**config.mk**
```make
export PLATFORM = sky130hd
export DESIGN_NAME = dma_channel
export DESIGN_NICKNAME = d
export VERILOG_FILES = /design/src/hdl/dma_chan_pkg.sv /design/src/hdl/dma_channel.sv /design/src/hdl/addr_stepper.sv
export SDC_FILE = /design/constraint.sdc
export NUM_CORES = 1
export LEC_CHECK = 0
export ABC_AREA = 1
export CORE_ASPECT_RATIO = 0.8
export CORE_MARGIN = 2
export CORE_UTILIZATION = 30
export DETAILED_ROUTE_END_ITERATION = 6
export DONT_BUFFER_PORTS = 1
export GPL_TIMING_DRIVEN = 0
export PLACE_DENSITY = 0.41
export SYNTH_ARGS = -nofsm -noshare
export SYNTH_HDL_FRONTEND = slang
export SYNTH_HIERARCHICAL = 1
export SYNTH_SLANG_ARGS = --single-unit
```
**constraint.sdc**
```tcl
create_clock -name pclk -period 4.5 [get_ports pclk]
set_input_delay 0.225 -clock pclk [delete_from_list [all_inputs] [get_ports pclk]]
set_output_delay 0.225 -clock pclk [all_outputs]
set_load 0.05 [all_outputs]
```
**src/hdl/dma_chan_pkg.sv**
```systemverilog
package dma_chan_pkg;
  // Register byte offsets within the channel window.
  localparam logic [7:0] off_control = 8'h00;
  localparam logic [7:0] off_src_start = 8'h04;
  localparam logic [7:0] off_dest_start = 8'h08;
  localparam logic [7:0] off_count_start = 8'h0C;
  localparam logic [7:0] off_staging_ptr = 8'h10;
  localparam logic [7:0] off_src_now = 8'h14;
  localparam logic [7:0] off_dest_now = 8'h18;
  localparam logic [7:0] off_count_now = 8'h1C;
  localparam logic [7:0] off_irq_mask = 8'h20;
  localparam logic [7:0] off_irq_status = 8'h24;
  // Control register field positions.
  localparam int pos_channel_on = 0;
  localparam int pos_soft_reset = 1;
  localparam int pos_direction = 2;
  localparam int pos_src_mode = 4;
  localparam int pos_dest_mode = 6;
  localparam int pos_wrap_sel = 12;
  localparam int pos_beat_width = 19;
  localparam int pos_trigger = 23;
  // Interrupt status bit positions.
  localparam int pos_ev_half = 0;
  localparam int pos_ev_wrap = 1;
  localparam int pos_ev_done = 2;
  localparam int pos_ev_error = 3;
  // Values after reset.
  localparam logic [31:0] rst_start_addr = 32'h4000_0000;
  localparam logic [31:0] rst_now_addr = 32'hFFFF_FFFF;
  localparam logic [3:0] rst_irq_mask = 4'h1;
  // Engine reset pulse length in clock cycles.
  localparam logic [1:0] soft_reset_cycles = 2'h3;
  // Address modes.
  localparam logic [1:0] mode_incr = 2'h0;
  localparam logic [1:0] mode_fixed = 2'h2;
  localparam logic [1:0] mode_wrap = 2'h3;
  // Directions.
  localparam logic [1:0] dir_mem_mem = 2'h0;
  localparam logic [1:0] dir_per_mem = 2'h1;
  localparam logic [1:0] dir_mem_per = 2'h2;
  // Beat widths, also used as bus size codes.
  localparam logic [1:0] width_word = 2'h0;
  localparam logic [1:0] width_byte = 2'h1;
  localparam logic [1:0] width_half = 2'h2;
  // Engine states.
  typedef enum logic [1:0] {
    st_idle = 2'b00,
    st_read = 2'b01,
    st_write = 2'b10,
    st_halt = 2'b11
  } engine_state_t;
endpackage

```
**src/hdl/dma_channel.sv**
```systemverilog
// Summary of operation
// Half-count wrap interrupt when selected and wrapping
// Wrap interrupt on each wrap when selected
// Both selects give both interrupt kinds
// Destination address increments, holds or wraps
// Destination wrap reloads address and count
// Wrapping repeats until channel is switched off
// Switch-off finishes step, discards staged data
// Source address increments, holds or wraps
// Source wrap reloads address and count
// Direction field selects memory or peripheral paths
// Engine reset clears state, keeps control bits (code also clears the trigger bit)
// Engine reset bit clears itself shortly
// Channel on bit enables servicing
// Channel off ignores requests, bus idle
// Engine reset also clears channel on
// Trigger starts transfer, clears on completion
// Beat width word, byte or half-word
// Bus error stops until reset and retrigger
// Events latch as sticky status flags
module dma_channel (
  input wire logic pclk,
  input wire logic presetn,
  input wire logic psel,
  input wire logic penable,
  input wire logic pwrite,
  input wire logic [7:0] paddr,
  input wire logic [31:0] pwdata,
  output logic [31:0] prdata,
  output logic pready,
  output logic pslverr,
  input wire logic periph_req,
  output logic bm_valid,
  output logic bm_write,
  output logic [31:0] bm_addr,
  output logic [1:0] bm_size,
  output logic [31:0] bm_wdata,
  input wire logic bm_ready,
  input wire logic [31:0] bm_rdata,
  input wire logic bm_error,
  output logic irq
);
  // Control fields held by software.
  logic channel_on;
  logic trigger;
  logic [1:0] direction;
  logic [1:0] src_mode;
  logic [1:0] dest_mode;
  logic [3:0] wrap_sel;
  logic [1:0] beat_width;
  logic [1:0] srst_cnt;
  // Start registers and interrupt mask.
  logic [31:0] src_start;
  logic [31:0] dest_start;
  logic [15:0] count_start;
  logic [3:0] irq_mask;
  logic [3:0] irq_status;
  // Engine state, current pointers and the staging word.
  dma_chan_pkg::engine_state_t state;
  logic [31:0] src_now;
  logic [31:0] dest_now;
  logic [15:0] count_now;
  logic [31:0] staging_word;

  // Register decode; a write lands only at the access edge, where pready is high.
  wire setup = psel & ~penable;
  wire wr_cycle = psel & penable & pready & pwrite;
  wire hit_ctl = (paddr == dma_chan_pkg::off_control);
  wire hit_sst = (paddr == dma_chan_pkg::off_src_start);
  wire hit_dst = (paddr == dma_chan_pkg::off_dest_start);
  wire hit_cst = (paddr == dma_chan_pkg::off_count_start);
  wire hit_ptr = (paddr == dma_chan_pkg::off_staging_ptr);
  wire hit_snw = (paddr == dma_chan_pkg::off_src_now);
  wire hit_dnw = (paddr == dma_chan_pkg::off_dest_now);
  wire hit_cnw = (paddr == dma_chan_pkg::off_count_now);
  wire hit_msk = (paddr == dma_chan_pkg::off_irq_mask);
  wire hit_sts = (paddr == dma_chan_pkg::off_irq_status);
  wire mapped = hit_ctl | hit_sst | hit_dst | hit_cst | hit_ptr | hit_snw | hit_dnw |
                hit_cnw | hit_msk | hit_sts;
  wire wr_ctl = wr_cycle & hit_ctl;
  wire srst_req = wr_ctl & pwdata[dma_chan_pkg::pos_soft_reset];
  wire srst_active = (srst_cnt != 2'h0);
  wire trig_write = wr_ctl & pwdata[dma_chan_pkg::pos_trigger];

  // Read view of the control register; reserved bits read as zero.
  wire [31:0] ctl_view = {8'h00, trigger, 2'b00, beat_width, 3'b000, wrap_sel, 4'h0,
                          dest_mode, src_mode, direction, srst_active, channel_on};
  // Pointer into the staging word, the byte lane of the next write.
  wire [31:0] ptr_view = {28'h0, 2'b00, dest_now[1:0]};
  wire [31:0] rd_mux = hit_ctl ? ctl_view :
                       hit_sst ? src_start :
                       hit_dst ? dest_start :
                       hit_cst ? {16'h0, count_start} :
                       hit_ptr ? ptr_view :
                       hit_snw ? src_now :
                       hit_dnw ? dest_now :
                       hit_cnw ? {16'h0, count_now} :
                       hit_msk ? {28'h0, irq_mask} :
                       hit_sts ? {28'h0, irq_status} : 32'h0;

  // Beat size: memory to memory always moves words, peripheral paths use the
  // width field, and the reserved width code falls back to a word.
  wire mem_only = (direction == dma_chan_pkg::dir_mem_mem);
  wire [1:0] size_sel = mem_only ? dma_chan_pkg::width_word :
                        (beat_width == 2'h3) ? dma_chan_pkg::width_word : beat_width;
  wire [2:0] step_bytes = (size_sel == dma_chan_pkg::width_byte) ? 3'h1 :
                          (size_sel == dma_chan_pkg::width_half) ? 3'h2 : 3'h4;
  wire wrap_on = (src_mode == dma_chan_pkg::mode_wrap) | (dest_mode == dma_chan_pkg::mode_wrap);

  // Next pointer values from the shared stepper.
  logic [31:0] src_next;
  logic [31:0] dest_next;
  addr_stepper src_step (
    .mode(src_mode),
    .addr_now(src_now),
    .step_bytes(step_bytes),
    .addr_next(src_next)
  );
  addr_stepper dest_step (
    .mode(dest_mode),
    .addr_now(dest_now),
    .step_bytes(step_bytes),
    .addr_next(dest_next)
  );

  // Step bookkeeping; a short final beat still brings the count to zero.
  wire [15:0] count_after = (count_now <= {13'h0, step_bytes}) ? 16'h0 :
                            count_now - {13'h0, step_bytes};
  wire read_ok = (state == dma_chan_pkg::st_read) & bm_ready & ~bm_error;
  wire write_ok = (state == dma_chan_pkg::st_write) & bm_ready & ~bm_error;
  wire bus_fail = bm_valid & bm_ready & bm_error;
  wire run_out = write_ok & (count_after == 16'h0);
  wire wrap_end = run_out & wrap_on & channel_on;
  wire ev_done = run_out & ~wrap_end;
  wire ev_half = write_ok & wrap_on & (count_after == {1'b0, count_start[15:1]});
  wire ev_wrap = wrap_end;
  // Peripheral directions wait for a request; memory copies run free.
  wire may_start = trigger & channel_on & ~srst_active & (mem_only | periph_req);

  // APB answer: zero wait states, data and error registered in the setup cycle.
  always_ff @(posedge pclk or negedge presetn) begin
    if (!presetn) begin
      pready <= 1'b0;
      prdata <= 32'h0;
      pslverr <= 1'b0;
    end else begin
      pready <= setup;
      prdata <= (setup & ~pwrite) ? rd_mux : 32'h0;
      pslverr <= setup & ~mapped;
    end
  end

  // Mode fields keep their value across an engine reset.
  always_ff @(posedge pclk or negedge presetn) begin
    if (!presetn) begin
      direction <= 2'h0;
      src_mode <= 2'h0;
      dest_mode <= 2'h0;
      wrap_sel <= 4'h0;
      beat_width <= 2'h0;
    end else if (wr_ctl) begin
      direction <= pwdata[dma_chan_pkg::pos_direction +: 2];
      src_mode <= pwdata[dma_chan_pkg::pos_src_mode +: 2];
      dest_mode <= pwdata[dma_chan_pkg::pos_dest_mode +: 2];
      wrap_sel <= pwdata[dma_chan_pkg::pos_wrap_sel +: 4];
      beat_width <= pwdata[dma_chan_pkg::pos_beat_width +: 2];
    end
  end

  // Engine reset pulse counter; writing zero to the bit changes nothing.
  always_ff @(posedge pclk or negedge presetn) begin
    if (!presetn) begin
      srst_cnt <= 2'h0;
    end else if (srst_req) begin
      srst_cnt <= dma_chan_pkg::soft_reset_cycles;
    end else if (srst_active) begin
      srst_cnt <= srst_cnt - 2'h1;
    end
  end

  // Channel on follows software, but an engine reset forces it off.
  always_ff @(posedge pclk or negedge presetn) begin
    if (!presetn) begin
      channel_on <= 1'b0;
    end else if (srst_req | srst_active) begin
      channel_on <= 1'b0;
    end else if (wr_ctl) begin
      channel_on <= pwdata[dma_chan_pkg::pos_channel_on];
    end
  end

  // Trigger: software sets it, the engine clears it at the end or on error.
  // A set in the same cycle as the end or error clear wins; an engine reset still clears the trigger bit.
  always_ff @(posedge pclk or negedge presetn) begin
    if (!presetn) begin
      trigger <= 1'b0;
    end else if (srst_req | srst_active) begin
      trigger <= 1'b0;
    end else if (trig_write) begin
      trigger <= 1'b1;
    end else if (ev_done | bus_fail) begin
      trigger <= 1'b0;
    end
  end

  // Start registers and interrupt mask.
  always_ff @(posedge pclk or negedge presetn) begin
    if (!presetn) begin
      src_start <= dma_chan_pkg::rst_start_addr;
      dest_start <= dma_chan_pkg::rst_start_addr;
      count_start <= 16'h0;
      irq_mask <= dma_chan_pkg::rst_irq_mask;
    end else begin
      if (wr_cycle & hit_sst) src_start <= pwdata;
      if (wr_cycle & hit_dst) dest_start <= pwdata;
      if (wr_cycle & hit_cst) count_start <= pwdata[15:0];
      if (wr_cycle & hit_msk) irq_mask <= pwdata[3:0];
    end
  end

  // Sticky event flags, cleared by writing one; a new event beats the clear.
  wire [3:0] ev_vec = {bus_fail, ev_done, ev_wrap & wrap_sel[0], ev_half & wrap_sel[2]};
  wire [3:0] clr_vec = (wr_cycle & hit_sts) ? pwdata[3:0] : 4'h0;
  always_ff @(posedge pclk or negedge presetn) begin
    if (!presetn) begin
      irq_status <= 4'h0;
    end else begin
      irq_status <= (irq_status & ~clr_vec) | ev_vec;
    end
  end

  // Level interrupt while any unmasked flag is pending.
  always_ff @(posedge pclk or negedge presetn) begin
    if (!presetn) begin
      irq <= 1'b0;
    end else begin
      irq <= |(irq_status & irq_mask);
    end
  end

  // Transfer engine: one read into the staging word, then one write from it.
  always_ff @(posedge pclk or negedge presetn) begin
    if (!presetn) begin
      state <= dma_chan_pkg::st_idle;
      src_now <= dma_chan_pkg::rst_now_addr;
      dest_now <= dma_chan_pkg::rst_now_addr;
      count_now <= 16'h0;
      staging_word <= 32'h0;
      bm_valid <= 1'b0;
      bm_write <= 1'b0;
      bm_addr <= 32'h0;
      bm_size <= 2'h0;
      bm_wdata <= 32'h0;
    end else if (srst_active) begin
      // Engine reset drops any bus request and returns the pointers.
      state <= dma_chan_pkg::st_idle;
      src_now <= dma_chan_pkg::rst_now_addr;
      dest_now <= dma_chan_pkg::rst_now_addr;
      count_now <= 16'h0;
      bm_valid <= 1'b0;
      bm_write <= 1'b0;
    end else begin
      case (state)
        dma_chan_pkg::st_idle: begin
          if (trig_write) begin
            // A fresh trigger loads the pointers from the start registers.
            src_now <= src_start;
            dest_now <= dest_start;
            count_now <= count_start;
          end else if (may_start && count_now != 16'h0) begin
            state <= dma_chan_pkg::st_read;
            bm_valid <= 1'b1;
            bm_write <= 1'b0;
            bm_addr <= src_now;
            bm_size <= size_sel;
          end
        end
        dma_chan_pkg::st_read: begin
          if (bus_fail) begin
            state <= dma_chan_pkg::st_halt;
            bm_valid <= 1'b0;
          end else if (read_ok && channel_on) begin
            state <= dma_chan_pkg::st_write;
            staging_word <= bm_rdata;
            bm_write <= 1'b1;
            bm_addr <= dest_now;
            bm_wdata <= bm_rdata;
          end else if (read_ok) begin
            // Switched off mid-step: the read ends, staged data is dropped.
            state <= dma_chan_pkg::st_idle;
            bm_valid <= 1'b0;
          end
        end
        dma_chan_pkg::st_write: begin
          if (bus_fail) begin
            state <= dma_chan_pkg::st_halt;
            bm_valid <= 1'b0;
            bm_write <= 1'b0;
          end else if (write_ok) begin
            state <= dma_chan_pkg::st_idle;
            bm_valid <= 1'b0;
            bm_write <= 1'b0;
            if (wrap_end) begin
              // Wrap reload; it repeats for as long as the channel stays on.
              src_now <= (src_mode == dma_chan_pkg::mode_wrap) ? src_start : src_next;
              dest_now <= (dest_mode == dma_chan_pkg::mode_wrap) ? dest_start : dest_next;
              count_now <= count_start;
            end else begin
              src_now <= src_next;
              dest_now <= dest_next;
              count_now <= count_after;
            end
          end
        end
        dma_chan_pkg::st_halt: begin
          // Only an engine reset leaves this state.
          bm_valid <= 1'b0;
        end
        default: begin
          state <= dma_chan_pkg::st_idle;
          bm_valid <= 1'b0;
        end
      endcase
    end
  end
endmodule

```
**src/hdl/addr_stepper.sv**
```systemverilog
// Works out the address that follows one transfer step for one pointer.
module addr_stepper (
  input wire logic [1:0] mode,
  input wire logic [31:0] addr_now,
  input wire logic [2:0] step_bytes,
  output logic [31:0] addr_next
);
  // Fixed mode holds the address; increment and wrap both advance it, since a
  // wrapping pointer only differs when the count runs out and it is reloaded.
  wire hold_addr = (mode == dma_chan_pkg::mode_fixed);
  wire [31:0] advanced = addr_now + {29'h0, step_bytes};
  assign addr_next = hold_addr ? addr_now : advanced;
endmodule

```
==> results.md <==
- Status: finished, violations left
- Violated checks: negative hold slack
- Period Utilization, post-route: 91.7%
- Worst EP required: 4.98 ns
- Clock tree from TritonCTS: built
- Root buf cell: clkbuf_16
- Dpl hpwl: 57,000 µm
- Fin area: 0.0201 mm²
- WL final: 74,500 µm
- PortBufs: 0
- Crit end category: flip-flop
- Final hold vios: 289
- Flop pwr share: 42.1%
- Worst vdd ir: 253 µV
- Total Routing Usage GR: 25.2%
- Mapped Area: 0.0172 mm²
- Vias per inst: 5.24
- Unrepaired setup endpoints after global routing: no
- Overall power: 10,900 µW
- GPL Wtd Cong: 0.922
- Setup TNS: 0 ns
- First-pass GRT wire length: 110,000 µm
- Clk buf depth: 3
- Leakage: 0.00901 µW
- Post-synthesis sequential area ratio: 42.5%
- Max-slew violation count: 0
- Internal Power: 6020 µW
- Power Density: 543 mW/mm²
- Area delta synth->final: 16.5%
- Clock slew seen by the registers of the worst setup and hold paths: 0.06 ns
- Worst Hold Class: input pin to asynchronous set/reset pin
- Ranking of synthesized cells by area: dfrtp_1 (32%), nand2_1 (12%), dfstp_2 (10%)
- Yosys reg bits: 289
- Initial antenna violation count: 1
- Slowest-stage cell, CP: ha_2
- Antenna cells: 0
- Per-cell routed wire length: 23.2 µm
- Initial DRT Pass Iterations: 5
- Sequential Area: 0.00732 mm²
- Core Region: 0.0567 mm²
- Combinational Power Share: 30.3%
- CTS sink count: 289
- Area leader, netlist: dfrtp_1
- Fin nets: 2,517
- Worst Path Arrival: 4.61 ns
- Dpl cell area: 0.0182 mm²
- Worst-Skew Late Latency: 0.57 ns
- Fmax: 0.242 GHz
- Worst-Margin Slew: 1.04 ns
- H-tree Lvls: 2
- Die Span X: 272 µm
- Layout cell share with drive strength beyond 1: 13.1%
- Die Footprint: 0.0593 mm²
- Slowest stage delay, CP: 0.45 ns
- Synth unique cells: 49
- Overflow after GRT: 0
- WP buf/inv: 3
- Pre-CTS WS: 0.105 ns
- Core Rows: 78
- Reg2reg path depth: 19
- Multi-input gate area: 0.00846 mm²
- FF-to-FF setup slack: 0.37 ns
- Crit path cell chain: nor2_1 -> nor3_1 -> ha_2 -> inv_1 -> ha_1 -> nand2_1 -> nand2_2 -> nand2_2 -> nand3_2 -> buf_2 -> nand3_1 -> nand3_1 -> nor2_4 -> nand4_4 -> buf_2 -> nand3_1 -> nand2_1 -> nor2_1 -> nor2_1
- Final WS setup: 0.373 ns
- Startpoint class of the critical path: flip-flop
- Synth Net Count: 2,412
- Setup violations, final: 0
- # hold bufs at CTS: 67
- Maxcap violations: 0
- Num ports: 183
- CP delay by family, top: simple AND/OR/NAND/NOR gates
- Largest net degree at the start of global routing: 290
- Initial Utilization: 30.4%
- CTS Buf Count: 36
- DR iter-0 viols: 1,789
- Fillcell total: 6,022
- Post-synth top area share: 32.3%
- Via count: 16,794
- Hold_ws: -0.635 ns
- Sw Ratio: 44.7%
- WS Path Type: flip-flop to flip-flop
- Slew HR: 30.9%
- Postcts setup bufs: 0
- Max FO, Critical Path: 10
- Synth warn: 6
- DRC Markers: 0
- R2R Path Start: direction[1]$_DFFE_PN0P_
- Min cycle time layout: 4.13 ns
- Sw Pwr: 4860 µW
- Post-synthesis instance total: 2,313
- Worst path depth: 19
- Vias in the first global route: 16,174
- Mean post-synth cell area: 7.44 µm²
- Worst setup endpoint: dest_now[19]$_DFFE_PN1P_
- R2r endpoint: dest_now[19]$_DFFE_PN1P_
- Clk_skew: 0.0285 ns
- Clk network pwr share: 27.5%
- Worst Setup SP: direction[1]$_DFFE_PN0P_
- Post-route ant nets: 0
- Die Y: 218 µm
[through the flow]
stage               utilization, %  std cells  hold WS [ns]
floorplan                        -       2313       -0.0706
global placement              32.0       3073       -0.0552
detailed placement            32.0       3073       -0.0551
CTS                           35.4       3206        -0.668
global route                  35.4       3206        -0.660
finish                        35.4       3206        -0.635
[cell usage in the layout, fill, tap and decap left out, types with 5 or more instances in the layout]
| cell | n |
|---|---|
| nor3_1 | 13 |
| nand3_2 | 6 |
| nand4_1 | 36 |
| o2111ai_1 | 5 |
| nand2_1 | 565 |
| buf_1 | 7 |
| o211ai_1 | 9 |
| o22ai_1 | 6 |
| buf_6 | 9 |
| dlygate4sd3_1 | 67 |
| o21ai_0 | 171 |
| clkbuf_16 | 38 |
| o221ai_1 | 18 |
| a21oi_1 | 74 |
| nand3b_1 | 7 |
| dfstp_2 | 67 |
| nor2_4 | 8 |
| nor2_2 | 18 |
| nand3_1 | 159 |
| inv_1 | 249 |
| mux2_2 | 32 |
| a21oi_2 | 66 |
| a221oi_1 | 5 |
| xnor2_1 | 15 |
| nand2_2 | 15 |
| ha_1 | 14 |
| buf_2 | 24 |
| dfrtp_1 | 222 |
| o21ai_1 | 8 |
| a31oi_1 | 34 |
| inv_2 | 7 |
| nor2_1 | 325 |
| xor2_1 | 22 |
| clkbuf_8 | 10 |
| clkbuf_1 | 76 |
[sequential cells by signal, indices dropped and copies added, names as in the netlist, 4 cells and up]
signal / count
dest_now: 32
irq_status: 4
wrap_sel: 4
prdata: 32
src_start: 32
bm_addr: 32
dest_start: 32
irq_mask: 4
count_now: 16
src_now: 32
bm_wdata: 32
count_start: 16
[logic make-up after synthesis]
kind of cell    Yosys count  share of synthesized area (%)
fa+ha+maj                19                           1.51
mux                      33                           2.15
compound gates          408                           14.5
xor+xnor                 37                           1.88
buf+inv                 362                           8.46
simple gates           1165                           29.0
flops                   289                           42.5
[final cells by class]
| cell class | count | share of cell area, % |
|---|---|---|
| multi-input combinational | 1662 | 42.2 |
| clock inverter | 7 | 0.374 |
| sequential | 289 | 36.5 |
| inverter | 257 | 4.81 |
| buffer | 105 | 2.45 |
| timing repair buffer | 67 | 3.34 |
| tap | 760 | 4.74 |
| clock buffer | 59 | 5.63 |
[cells in the mapped netlist, drive strengths merged]
cell type  count
dfrtp        222
o21ai        179
or2            2
clkbuf        65
o31ai          4
and3           1
nor3b          1
o21bai         4
a21o           1
fa             3
a221oi         5
o2111ai        5
inv          256
nor4           1
buf           40
nand4         39
mux2          32
a21oi        141
a31oi         34
dfstp         67
clkinv         1
o211ai         9
nor3          18
o2111a         1
ha            16
nand3        165
o22ai          6
mux2i          1
nand2        580
xor2          22
o221ai        18
nor2         351
nand3b         7
xnor2         15
a31o           1
[power by group through the flow]
stage / Combinational [µW] / Sequential [µW] / Clock, µW
2_1_floorplan: 2340 / 4120 / 0
3_3_place_gp: 3180 / 4610 / 0
3_5_place_dp: 3220 / 4600 / 0
4_1_cts: 3270 / 4560 / 3070
5_1_grt: 3750 / 4630 / 3190
6_report: 3300 / 4590 / 3000
[how the worst min path moves through the flow]
stage | to | from | depth (start not counted)
2_1_floorplan | beat_width[0]$_DFFE_PN0P_ | presetn | 0
3_3_place_gp | bm_wdata[28]$_DFFE_PN0P_ | presetn | 0
3_5_place_dp | bm_wdata[28]$_DFFE_PN0P_ | presetn | 0
4_1_cts | count_now[1]$_DFFE_PN0P_ | presetn | 0
5_1_grt | bm_wdata[28]$_DFFE_PN0P_ | presetn | 0
6_report | bm_wdata[28]$_DFFE_PN0P_ | presetn | 0
[worst register-to-register path: stages (launching register included)]
cell and delay [ns]:
dfrtp_1 0.39, nor2_1 0.28, nor3_1 0.12, ha_2 0.45
inv_1 0.11, ha_1 0.34, nand2_1 0.14, nand2_2 0.14
nand2_2 0.10, nand3_2 0.08, buf_2 0.22, nand3_1 0.24
nand3_1 0.16, nor2_4 0.29, nand4_4 0.33, buf_2 0.35
nand3_1 0.10, nand2_1 0.06, nor2_1 0.09, nor2_1 0.05
[metal layers]
metal,global-route usage [%],vias to the layer above,share of wire (%)
li1,-,7729,-
met1,38.9,8279,49
met2,36.6,706,42
met3,4.00,80,8.1
met4,5.26,0,1.8
met5,0,-,0
[timing repair]
item,4_1_cts,5_1_grt
setup endpoints to repair,0,81
endpoints found under the hold margin,402,289
gates resized for setup,0,4
Power figures use the tool's default switching activity.
